File: src/logic/ips_consts.svh
`ifndef IPS_CONSTS_SVH
`define IPS_CONSTS_SVH

`define IPS_CLK_MHZ 250
`define IPS_FAST_PARK_US 32
`define IPS_NORMAL_PARK_MS 20
`define IPS_FAST_PARK_CYC ((`IPS_FAST_PARK_US * `IPS_CLK_MHZ) - 1)
`define IPS_NORMAL_PARK_CYC (((`IPS_NORMAL_PARK_MS * 1000 * `IPS_CLK_MHZ) * 9) / 10)
`define IPS_GPIO_W 20
`define IPS_LIGHT_RESET 2'h0
`define IPS_SYNC_RESET 3'h4

`endif

File: src/logic/ips_pkg.sv
package ips_pkg;
   typedef enum logic [2:0] {
      IPS_PLL_LOCK,
      IPS_FLASH_LOAD,
      IPS_RUN,
      IPS_NORMAL_PARK,
      IPS_FAST_PARK,
      IPS_PARKED
   } ips_state_type;
endpackage

File: src/logic/ips_sequencer.sv
`timescale 1ns/1ps
`default_nettype none
`include "ips_consts.svh"
module ips_sequencer #(
   parameter int FAST_PARK_CYC = `IPS_FAST_PARK_CYC,
   parameter int NORMAL_PARK_CYC = `IPS_NORMAL_PARK_CYC,
   parameter int CNT_W = 24
) (
   input wire logic core_clk,
   input wire logic resetn,
   input wire logic fast_park_request_low,
   input wire logic projection_enable,
   input wire logic pll_locked,
   input wire logic flash_load_done,
   input wire logic flash_serial_clock_core,
   input wire logic flash_serial_data_out_core,
   input wire logic flash_select_a_low_core,
   input wire logic flash_select_b_low_core,
   input wire logic [`IPS_GPIO_W-1:0] gpio_out_core,
   input wire logic [`IPS_GPIO_W-1:0] gpio_oe_core,
   input wire logic [1:0] light_select_core,
   output logic flash_serial_clock,
   output logic flash_serial_data_out,
   output logic flash_select_a_low,
   output logic flash_select_b_low,
   output logic flash_oe,
   output logic [`IPS_GPIO_W-1:0] gpio_out,
   output logic [`IPS_GPIO_W-1:0] gpio_oe,
   output logic light_select_a,
   output logic light_select_b,
   output logic mirror_enable_reset_low,
   output logic host_init_flag,
   output logic flash_load_start,
   output logic park_active,
   output logic parked
);
   // Park timer loads, cut to the counter width
   localparam logic [CNT_W-1:0] FAST_CNT = CNT_W'(FAST_PARK_CYC);
   localparam logic [CNT_W-1:0] NORM_CNT = CNT_W'(NORMAL_PARK_CYC);

   logic [2:0] sync_q;
   logic park_low_s;
   logic proj_s;
   logic lock_s;
   logic proj_armed_q;
   ips_pkg::ips_state_type state_q;
   logic [CNT_W-1:0] cnt_q;
   logic fast_hit;
   logic norm_hit;
   logic park_run;
   logic cnt_zero;

   // Park request resets to its idle high, so release is no park edge
   ips_sync #(.WIDTH(3), .INIT(`IPS_SYNC_RESET)) u_sync (
      .core_clk(core_clk),
      .resetn(resetn),
      .async_in({fast_park_request_low, projection_enable, pll_locked}),
      .sync_out(sync_q)
   );
   assign park_low_s = sync_q[2];
   assign proj_s = sync_q[1];
   assign lock_s = sync_q[0];

   // Fast park from any state but fast park and parked, so it also cuts a normal park short
   assign fast_hit = !park_low_s && state_q != ips_pkg::IPS_FAST_PARK
                     && state_q != ips_pkg::IPS_PARKED;
   // Projection fall counts only once it has been seen high
   assign norm_hit = proj_armed_q && !proj_s;
   assign park_run = state_q == ips_pkg::IPS_NORMAL_PARK
                     || state_q == ips_pkg::IPS_FAST_PARK;
   assign cnt_zero = cnt_q == '0;

   // Normal park only after projection was seen on once
   always_ff @(posedge core_clk or negedge resetn) begin
      if (!resetn) begin
         proj_armed_q <= 1'b0;
      end else if (proj_s) begin
         proj_armed_q <= 1'b1;
      end
   end

   always_ff @(posedge core_clk or negedge resetn) begin
      if (!resetn) begin
         state_q <= ips_pkg::IPS_PLL_LOCK;
      end else if (fast_hit) begin
         state_q <= ips_pkg::IPS_FAST_PARK;
      end else begin
         case (state_q)
            ips_pkg::IPS_PLL_LOCK: begin
               if (lock_s) begin
                  state_q <= ips_pkg::IPS_FLASH_LOAD;
               end
            end
            ips_pkg::IPS_FLASH_LOAD: begin
               if (flash_load_done) begin
                  state_q <= ips_pkg::IPS_RUN;
               end
            end
            ips_pkg::IPS_RUN: begin
               if (norm_hit) begin
                  state_q <= ips_pkg::IPS_NORMAL_PARK;
               end
            end
            ips_pkg::IPS_NORMAL_PARK: begin
               if (cnt_zero) begin
                  state_q <= ips_pkg::IPS_PARKED;
               end
            end
            ips_pkg::IPS_FAST_PARK: begin
               if (cnt_zero) begin
                  state_q <= ips_pkg::IPS_PARKED;
               end
            end
            // Parked is terminal until the next reset
            ips_pkg::IPS_PARKED: begin
               state_q <= ips_pkg::IPS_PARKED;
            end
            default: begin
               state_q <= ips_pkg::IPS_PLL_LOCK;
            end
         endcase
      end
   end

   // Park timer: loaded on entry to a park, counts down to zero
   always_ff @(posedge core_clk or negedge resetn) begin
      if (!resetn) begin
         cnt_q <= '0;
      end else if (fast_hit) begin
         cnt_q <= FAST_CNT;
      end else if (state_q == ips_pkg::IPS_RUN && norm_hit) begin
         cnt_q <= NORM_CNT;
      end else if (park_run && !cnt_zero) begin
         cnt_q <= cnt_q - 1'b1;
      end
   end

   always_ff @(posedge core_clk or negedge resetn) begin
      if (!resetn) begin
         host_init_flag <= 1'b0;
      end else begin
         host_init_flag <= (state_q == ips_pkg::IPS_PLL_LOCK
                            || state_q == ips_pkg::IPS_FLASH_LOAD)
                           && park_low_s;
      end
   end

   // Loader starts one cycle after lock is seen
   always_ff @(posedge core_clk or negedge resetn) begin
      if (!resetn) begin
         flash_load_start <= 1'b0;
      end else begin
         flash_load_start <= state_q == ips_pkg::IPS_PLL_LOCK && lock_s && park_low_s;
      end
   end

   // Park status levels follow the state
   always_ff @(posedge core_clk or negedge resetn) begin
      if (!resetn) begin
         park_active <= 1'b0;
         parked <= 1'b0;
      end else begin
         park_active <= park_run;
         parked <= state_q == ips_pkg::IPS_PARKED;
      end
   end

   always_ff @(posedge core_clk or negedge resetn) begin
      if (!resetn) begin
         flash_serial_clock <= 1'b0;
         flash_serial_data_out <= 1'b0;
         flash_select_a_low <= 1'b0;
         flash_select_b_low <= 1'b0;
         flash_oe <= 1'b0;
      end else begin
         flash_serial_clock <= flash_serial_clock_core;
         flash_serial_data_out <= flash_serial_data_out_core;
         flash_select_a_low <= flash_select_a_low_core;
         flash_select_b_low <= flash_select_b_low_core;
         flash_oe <= 1'b1;
      end
   end

   always_ff @(posedge core_clk or negedge resetn) begin
      if (!resetn) begin
         gpio_out <= '0;
         gpio_oe <= '0;
      end else begin
         gpio_out <= gpio_out_core;
         gpio_oe <= gpio_oe_core;
      end
   end

   always_ff @(posedge core_clk or negedge resetn) begin
      if (!resetn) begin
         {light_select_b, light_select_a} <= `IPS_LIGHT_RESET;
      end else begin
         light_select_a <= light_select_core[0] && state_q == ips_pkg::IPS_RUN;
         light_select_b <= light_select_core[1] && state_q == ips_pkg::IPS_RUN;
      end
   end

   // Mirror enabled while loading and running, dark in both parks
   // mirror low in reset
   always_ff @(posedge core_clk or negedge resetn) begin
      if (!resetn) begin
         mirror_enable_reset_low <= 1'b0;
      end else begin
         mirror_enable_reset_low <= state_q == ips_pkg::IPS_FLASH_LOAD
                                    || state_q == ips_pkg::IPS_RUN;
      end
   end
endmodule
`default_nettype wire

File: src/logic/ips_sync.sv
`timescale 1ns/1ps
`default_nettype none
module ips_sync #(
   parameter int WIDTH = 1,
   parameter logic [WIDTH-1:0] INIT = '0
) (
   input wire logic core_clk,
   input wire logic resetn,
   input wire logic [WIDTH-1:0] async_in,
   output logic [WIDTH-1:0] sync_out
);
   logic [WIDTH-1:0] meta_q;

   always_ff @(posedge core_clk or negedge resetn) begin
      if (!resetn) begin
         meta_q <= INIT;
         sync_out <= INIT;
      end else begin
         meta_q <= async_in;
         sync_out <= meta_q;
      end
   end
endmodule
`default_nettype wire
File: config.mk
export PLATFORM = sky130hd
export DESIGN_NAME = ips_sequencer
export DESIGN_NICKNAME = d
export VERILOG_FILES = /design/src/logic/ips_pkg.sv /design/src/logic/ips_sequencer.sv /design/src/logic/ips_sync.sv
export VERILOG_INCLUDE_DIRS = /design/src /design/src/logic
export SDC_FILE = /design/constraint.sdc
export NUM_CORES = 1
export LEC_CHECK = 0
export BUFFER_PORTS_ARGS = -buffer_cell sky130_fd_sc_hd__buf_2
export CAP_MARGIN = 20
export CORE_MARGIN = 2
export CORE_UTILIZATION = 45
export DETAILED_ROUTE_END_ITERATION = 7
export PLACE_DENSITY = 0.84
export SLEW_MARGIN = 10
export SYNTH_ARGS = -nofsm -noshare
export SYNTH_HDL_FRONTEND = slang
export SYNTH_HIERARCHICAL = 1
export SYNTH_SLANG_ARGS = --single-unit
File: constraint.sdc
create_clock -name core_clk -period 2.4 [get_ports core_clk]
set_clock_uncertainty 0.2 [all_clocks]
set_input_delay 0.12 -clock core_clk [delete_from_list [all_inputs] [get_ports core_clk]]
set_output_delay 0.12 -clock core_clk [all_outputs]
set_load 0.01 [all_outputs]
# Word level (Yosys, flattened, before mapping)
# Index checks and enable logic that the tools add are counted.
# op_classes
eq_ne	11
muxes	9
reduce_logical	21
addsub	1
# op_table
operator	n
24-bit two-way mux	3
24-bit logical NOT	1
24-bit by 1-bit subtractor with 24-bit output, second input constant	1
3-bit two-way mux	5
3-bit one-hot mux with 5 select lines	1
3-bit != test, second input constant	4
1-bit logical AND	10
3-bit by 2-bit == test with 1-bit output, second input constant	2
3-bit == test, second input constant	2
4-bit AND reduction	1
3-bit by 1-bit == test with 1-bit output, second input constant	1
1-bit logical NOT	3
3-bit logical NOT	1
1-bit logical OR	3
3-bit by 1-bit != test with 1-bit output, second input constant	1
3-bit by 2-bit != test with 1-bit output, second input constant	1
3-bit nonzero test	1
2-bit OR reduction	1
# word_totals
in_bits	52
regBits	86
out_inout_bits	52
elab_cells	61

# Logic depth before layout (Yosys ltp)
# Gate-level depths: netlist of run 1.
# logic_depth
depth_word	6
ltp_mapped	8
ltp_nobuf	7

# Hierarchy
# The synthesis of run 1 kept the hierarchy.
# by_module_without_submodules
mod	seq_area_each_um2	cells_per_inst	instances	area_per_inst_um2
ips_sequencer	2001.9	237	1	2964.1
ips_sync	152.6	6	1	152.6

# Least setup slack after synthesis of run 1
# OpenSTA, ideal clock, no wires.
# synth_timing
path_type	register to register
from	register cnt_q[10]
to	register cnt_q[19]
synth_period_minus_slack_ns	2.538
setup_time_ns	0.066
t_arrival_ns	2.272
path_buffers	1
stages_incl_launch_ff	7
required_ns	2.134
path_slack_ns	-0.138
cell_sequence	dfrtp_1 -> or4_4 -> or4_1 -> buf_2 -> or3_1 -> or4_1 -> nand2_1
# synth_between
elab_chain_len	4
elab_cells_between_ends	8
cone_classes	add/sub: 1; mux: 3; reduce/logical: 4
# synth_rtl
element	line	text
start, declared	ips_sequencer.sv:47	logic [CNT_W-1:0] cnt_q;
start signal, assigned	ips_sequencer.sv:134	cnt_q <= cnt_q - 1'b1;
24-bit by 1-bit subtractor with 24-bit output / 24-bit logical NOT (equally long branches)	ips_sequencer.sv:134, ips_sequencer.sv:71	
24-bit two-way mux / 1-bit logical NOT (equally long branches)	ips_sequencer.sv:133	end else if (park_run && !cnt_zero) begin
24-bit two-way mux / 1-bit logical AND (equally long branches)	ips_sequencer.sv:131, ips_sequencer.sv:133	
24-bit two-way mux / 3-bit nonzero test (equally long branches)	-	
# Parallel ways exist; a longest one is shown, timed or not. The select of a mux whose other input is x is not followed.
# A chain may end at the register's enable or synchronous reset.

# Worst setup path after layout of run 1
# layout_timing
from	register cnt_q[13]
to	register cnt_q[22]
# The elaborated chain is that of the path after synthesis.

==> metrics.md, run 1 <==
| Metric | Value |
|---|---|
| Commonest non-fill, non-tap cells in the layout | buf_2, dfrtp_1, dlygate4sd3_1 |
| Core area | 0.00676 mm^2 |
| CTS tree | built |
| Final setup vio count | 11 |
| Die Span Y | 87.2 um |
| Final Hold Viols | 0 |
| RSZ-0062 raised after global routing | yes |
| Mapped Nets | 297 |
| Post-route ant nets | 0 |
| CP max FO | 7 |
| Layout cells sized above 1 | 0.416 |
| Clk sinks | 86 |
| Starting DRC count in detailed routing | 403 |
| Final period util | 1.05 |
| Synth Area per Inst | 12.8 um^2 |
| Area Growth Syn to Fin | 52.1% |
| Antenna violations before repair | 0 |
| Final WS setup | -0.129 ns |
| Worst path arrival time | 2.60 ns |
| Status | finished with violations |
| Startpoint types | register |
| LEAKAGE | 2.24 nW |
| Gp weighted congestion | 0.892 |
| WP data required | 2.47 ns |
| WL/cell | 25.5 um |
| DR vias/cell | 6.30 |
| Most common cell after layout, fill and taps aside | buf_2 |
| GRT overflow | 0 |
| WS Path Type | reg2reg |
| Drt total wl | 13100 um |
| Clock transition at the registers of the reported paths | 0.09 ns |
| R2r setup slk | -0.13 ns |
| Ports | 104 |
| Syn. warnings | 6 |
| Register bit total from synthesis | 86 |
| CTS Buf Count | 9 |
| H-tree depth | 3 |
| Nets@finish | 482 |
| Fmax | 395 MHz |
| Non-Filler Instances | 513 |
| Dominant synthesized flop cell | dfrtp_1 |
| Max-Cap Viols | 0 |
| Total power | 2.93 mW |
| Post-route cell area | 0.00474 mm^2 |
| DRC violations left | 0 |
| Mapped cell area | 0.00312 mm^2 |
| Starting Density | 0.461 |
| Area post-placement | 0.00388 mm^2 |
| Count of flip-flops with a built-in enable after synthesis | 0 |
| Hpwl dp | 5380 um |
| Die area | 0.00761 mm^2 |
| Number of global-route vias before repair | 3309 |
| Pwr dens | 617 mW/mm^2 |
| Via count | 3231 |
| Die X | 87.2 um |
| Clock buffer depth | 2 |
| CP Capture Type | register |
| Placed instance count | 443 |
| FP Rows | 30 |
| Minimum clock period | 2.53 ns |
| First-pass iteration count of the detailed router | 5 |
| Worst-skew pair later-pin latency | 0.37 ns |
| First-pass GRT wire length | 18900 um |
| Peak VDD IR | 0.536 mV |
| Ys async rst share | 1.00 |
| Hold crit path type | in2reg |
| Failing checks | setup timing |
| Slew Viols, Final | 0 |
| Netlist cell types | 47 |
| Largest net degree at the start of global routing | 66 |
| WHS | 0.0805 ns |
| Seq/Total Area, Yosys | 0.691 |
| Buffers on Ports | 103 |
| Slew @ Worst Pin | 0.811 ns |
| Setup Slack @ Placement | -0.0177 ns |
| GRT Total Usage | 0.342 |
| Relative slew slack | 0.459 |
| Ant diodes | 0 |
| Synth Instances | 243 |
| CTS root buffer | clkbuf_8 |
## timing repair
item | in CTS | in global routing
gates cloned | 0 | 0
endpoints found under the setup margin | 7 | 23
pin swaps | 3 | 4
hold buffers | 50 | 0
endpoints found under the hold margin | 110 | 0
gates resized for setup | 4 | 18
setup buffers | 0 | 4
## worst paths after layout
kind	startpoint	endpoint	cells after the start
min reg2reg	u_sync/meta_q[2]$_DFF_PN1_	u_sync/sync_out[2]$_DFF_PN1_	0
min in group asynchronous	resetn	gpio_out[8]$_DFF_PN0_	2
max in group asynchronous	resetn	gpio_oe[6]$_DFF_PN0_	3
max	cnt_q[13]$_DFFE_PN0P_	cnt_q[22]$_DFFE_PN0P_	6
max reg2reg	cnt_q[13]$_DFFE_PN0P_	cnt_q[22]$_DFFE_PN0P_	6
min	flash_load_done	state_q[0]$_DFFE_PN0P_	4
## through the flow
| stage | util | setup TNS (ns) |
|---|---|---|
| final | 0.701 | -0.559 |
| after CTS | 0.686 | -0.0559 |
| after global placement | 0.575 | 0 |
| after detailed placement | 0.575 | -0.0212 |
| after global routing | 0.701 | -0.977 |
| after floorplan | - | -0.126 |
## synthesized netlist by cell type (all sizes together), types with 2 or more instances
| library cell | n | area [um^2] |
|---|---|---|
| nor3b | 3 | 22.5 |
| o21ai | 15 | 75.1 |
| dfstp | 2 | 52.6 |
| inv | 5 | 18.8 |
| a21oi | 12 | 60.1 |
| nor2 | 13 | 48.8 |
| o31ai | 8 | 60.1 |
| xnor2 | 2 | 17.5 |
| o211ai | 3 | 22.5 |
| nor2b | 3 | 18.8 |
| nor4 | 4 | 25.0 |
| a21o | 2 | 15.0 |
| and2 | 3 | 18.8 |
| or3 | 9 | 61.3 |
| xor2 | 2 | 17.5 |
| or2 | 4 | 25.0 |
| clkbuf | 6 | 22.5 |
| nand3 | 6 | 30.0 |
| o41ai | 3 | 26.3 |
| and3 | 2 | 12.5 |
| nor3 | 3 | 15.0 |
| or4 | 12 | 95.1 |
| nand4 | 2 | 12.5 |
| nand2 | 9 | 36.3 |
| buf | 2 | 16.3 |
| ha | 2 | 25.0 |
| dfrtp | 84 | 2100 |
| o21bai | 2 | 15.0 |
| a31oi | 7 | 43.8 |
| o2111ai | 2 | 17.5 |
## where the power goes
group / internal, mW / switching, mW / leakage [nW] / total, mW
Clock: 0.622 / 0.564 / 0.113 / 1.19
Sequential: 1.49 / 0.0223 / 1.02 / 1.51
Combinational: 0.112 / 0.114 / 1.10 / 0.226
Total: 2.23 / 0.700 / 2.24 / 2.93
## kinds of logic (layout without fill, tap and decap cells)
family,after synthesis,after routing,synth area share
buf+inv,13,203,0.0185
simple gates,80,80,0.154
xor+xnor,4,4,0.0112
fa+ha+maj,2,2,0.00803
other cells,1,1,0.00120
flops,86,86,0.691
compound gates,57,57,0.116
## critical path: stages, from the launching register on
cell and delay (ns):
dfrtp_1 0.45, nor4_1 0.56, nand4_1 0.19, buf_4 0.21
or3_1 0.41, xor2_1 0.17, a21oi_1 0.25
## state kept, by name, summed over array words and instances (netlist names), 3 cells and up
register and cells:
u_sync/meta_q 3, gpio_oe 20, u_sync/sync_out 3, gpio_out 20
cnt_q 24, state_q 3
## routing by layer
layer,track usage,part of all wire,vias to the layer above
met5,0,0,-
met2,0.537,0.47,336
met4,0.165,0.064,0
li1,-,-,1254
met3,0.127,0.12,90
met1,0.420,0.34,1551
## final cells by class
class	instances	area (um^2)
Clock buffer	10	138
Multi-Input combinational cell	144	993
Fill cell	397	2020
Sequential cell	86	2160
Timing Repair Buffer	182	1240
Clock inverter	6	93.8
Inverter	5	18.8
Tap cell	80	100
(Power assumes the default switching activity.)
==> run 2, diff against run 1 <==
SYNTH_HIERARCHICAL = unset   (was 1)
==> run 2 against run 1 <==
The run still ends with setup timing left. Non-clock buffer count is 6 higher. Synthesized cell count stayed put. Utilization is 0.37 points higher. Critical path depth is 1 lower. Setup slack better by 0.11 ns. Worst hold slack worse by 0.080 ns. Sequential share of layout area is 0.27 points lower. Clock-buffer cell count is 1 lower. Via count is 14% lower. Cell area is 0.53% higher. Final cell count is 1.4% higher. Critical path type unchanged. Critical endpoint unchanged. Largest power group unchanged. Highest routed layer unchanged.
==> metrics.md, run 2 <==
| Metric | Value |
|---|---|
| Sw frac | 0.263 |
| Mapped Nets | 297 |
| Die area | 0.00766 mm^2 |
| WS Path Type | reg2reg |
| Largest net degree at the start of global routing | 63 |
| Nets@finish | 489 |
| Synth Area per Inst | 12.9 um^2 |
| Number of global-route vias before repair | 2858 |
| Area post-placement | 0.00397 mm^2 |
| Final period util | 1.01 |
| Clk pwr share | 0.371 |
| Relative slew slack | 0.603 |
| First-pass GRT wire length | 14600 um |
| DRC violations left | 0 |
| Starting Density | 0.464 |
| Hpwl dp | 5460 um |
| Post-layout util | 0.705 |
| Commonest non-fill, non-tap cells in the layout | buf_2, dfrtp_1, dlygate4sd3_1 |
| Status | finished with violations |
| Die Span Y | 87.5 um |
| Slew @ Worst Pin | 0.594 ns |
| Final WS setup | -0.0172 ns |
| Hold crit path type | in2async |
| Dominant synthesized flop cell | dfrtp_1 |
| Share of the synthesized area in the top cell type | 0.670 |
| Comb power frac | 0.077 |
| Synth Area in XOR/XNOR | 0.0279 |
| Ant diodes | 0 |
| Seq/Total Area, Yosys | 0.687 |
| CP Capture Type | register |
| Final setup vio count | 2 |
| RSZ-0062 raised after global routing | yes |
| Post-route cell area | 0.00476 mm^2 |
| Startpoint types | register |
| Pwr dens | 575 mW/mm^2 |
| Flip-flop count of the largest register after layout | 24 |
| Post-synthesis simple-gate area fraction | 0.162 |
| CTS root buffer | clkbuf_8 |
| Reg2reg start | cnt_q[5]$_DFFE_PN0P_ |
| FP Rows | 30 |
| Via count | 2773 |
| GRT Total Usage | 0.258 |
| Commonest cells in the netlist | dfrtp_1, nor2_1, nand2_1 |
| Clock transition at the registers of the reported paths | 0.10 ns |
| Ys async rst share | 1.00 |
| Starting DRC count in detailed routing | 192 |
| WP data required | 2.41 ns |
| Register bit total from synthesis | 86 |
| Slew Viols, Final | 0 |
| Max-Cap Viols | 0 |
| Gp weighted congestion | 0.922 |
| Layout cells sized above 1 | 0.402 |
| Clk sinks | 86 |
| WL/cell | 18.3 um |
| Minimum clock period | 2.42 ns |
| Drt total wl | 9540 um |
| CTS tree | built |
| H-tree depth | 3 |
| DR vias/cell | 5.33 |
| Ports | 104 |
| Area Growth Syn to Fin | 51.8% |
| Count of flip-flops with a built-in enable after synthesis | 0 |
| Sequential group share of total power | 0.551 |
| Switching power | 0.721 mW |
| Largest registers | cnt_q: 24 flops, gpio_oe: 20 flops, gpio_out: 20 flops |
| Worst-skew pair later-pin latency | 0.36 ns |
| Final Hold Viols | 0 |
| Fmax | 414 MHz |
| Setup TNS | -0.0222 ns |
| GRT overflow | 0 |
| Biggest register | cnt_q |
| Failing checks | setup timing |
| Peak VDD IR | 0.504 mV |
| Mapped cell area | 0.00314 mm^2 |
| LEAKAGE | 2.20 nW |
| Critical Path Start | cnt_q[5]$_DFFE_PN0P_ |
| Top post-synthesis cells by area | dfrtp_1, nor2_1, o311ai_0 |
| Syn. warnings | 0 |
| Buffers on Ports | 103 |
| Netlist cell types | 46 |
| Count leader, synth | dfrtp_1 |
| CP max FO | 8 |
| Synth Area in Adders | 0.00797 |
| Cell taking the most area after synthesis | dfrtp_1 |
| Post-synthesis compound-gate area fraction | 0.0977 |
| Most common cell after layout, fill and taps aside | buf_2 |
| Post-route ant nets | 0 |
| Antenna violations before repair | 0 |
| Core area | 0.00676 mm^2 |
| Post-synthesis mux area share | 0 |
| Internal power | 2.02 mW |
| CTS Buf Count | 9 |
| First-pass iteration count of the detailed router | 4 |
| Largest family of logic cells by synthesized area | simple AND/OR/NAND/NOR gates |
| Die X | 87.5 um |
| Clock buffer depth | 2 |
| Synth Instances | 243 |
| Worst path arrival time | 2.43 ns |
==> run 2: metal layers <==
metal	global-route usage	up-vias	part of all wire	wire (um)
li1	-	1259	-	-
met1	0.316	1366	0.39	3710
met2	0.433	124	0.51	4860
met3	0.0815	24	0.078	746
met4	0.0937	0	0.024	225
met5	0	-	0	0
==> run 2: logic make-up (layout without fill, tap and decap cells) <==
family	Yosys count	in the layout
AO/OA/AOI/OAI	44	44
XOR/XNOR	10	10
adder cells (fa/ha/maj)	2	2
buffers and inverters	11	208
flip-flops	86	86
other	1	1
AND/OR/NAND/NOR	89	89
==> run 2: final cells by class <==
cell class                      instances  area, um^2
Sequential cell                        86        2150
Fill cell                             431        1990
Multi-Input combinational cell        146        1000
Tap cell                               80         100
Inverter                                4        15.0
Timing Repair Buffer                  188        1300
Clock buffer                            9         124
Clock inverter                          7        73.8
==> run 2: timing repair <==
item / in CTS / in global routing
hold endpoints to repair: 134 / 0
pin swaps: 1 / 7
resized for setup: 1 / 16
buffers inserted: 1 / 3
hold buffers: 51 / 0
setup endpoints to repair: 5 / 19
==> run 2: final timing paths <==
path                                                          end  slack, ns  depth (start not counted)
worst min-delay path            mirror_enable_reset_low$_DFF_PN0_     0.0005                          2
worst max-delay path                        cnt_q[22]$_DFFE_PN0P_      -0.02                          5
min in group core_clk                u_sync.sync_out[0]$_DFF_PN0_       0.16                          0
max in group asynchronous                   cnt_q[19]$_DFFE_PN0P_       1.37                          3
worst min register to register       u_sync.sync_out[0]$_DFF_PN0_       0.16                          0
worst max register to register              cnt_q[22]$_DFFE_PN0P_      -0.02                          5
==> run 2: through the flow <==
stage               hold WS (ns)  instances  setup slack, ns  power, mW
global placement          -0.155        449           0.0266       1.67
CTS                      0.00697        517           0.0106       2.72
global route              0.0251        520           -0.125       2.84
finish                  0.000548        520          -0.0172       2.74
floorplan                 -0.376        243          -0.0512       1.56
detailed placement        -0.151        449          -0.0260       1.67
==> run 2: power by group through the flow <==
stage               registers, mW  logic (mW)  clock network [mW]
floorplan                    1.55     0.00273                   0
global placement             1.53       0.137                   0
detailed placement           1.53       0.142                   0
CTS                          1.50       0.207                1.01
global route                 1.51       0.231                1.09
finish                       1.51       0.212                1.02
==> run 2: worst max-delay path, stage by stage (launching register included) <==
cell and delay, ns:
dfrtp_1 0.39, or4_4 0.57, or4_4 0.61, nor4_4 0.25, a21bo_2 0.18, a31oi_1 0.07
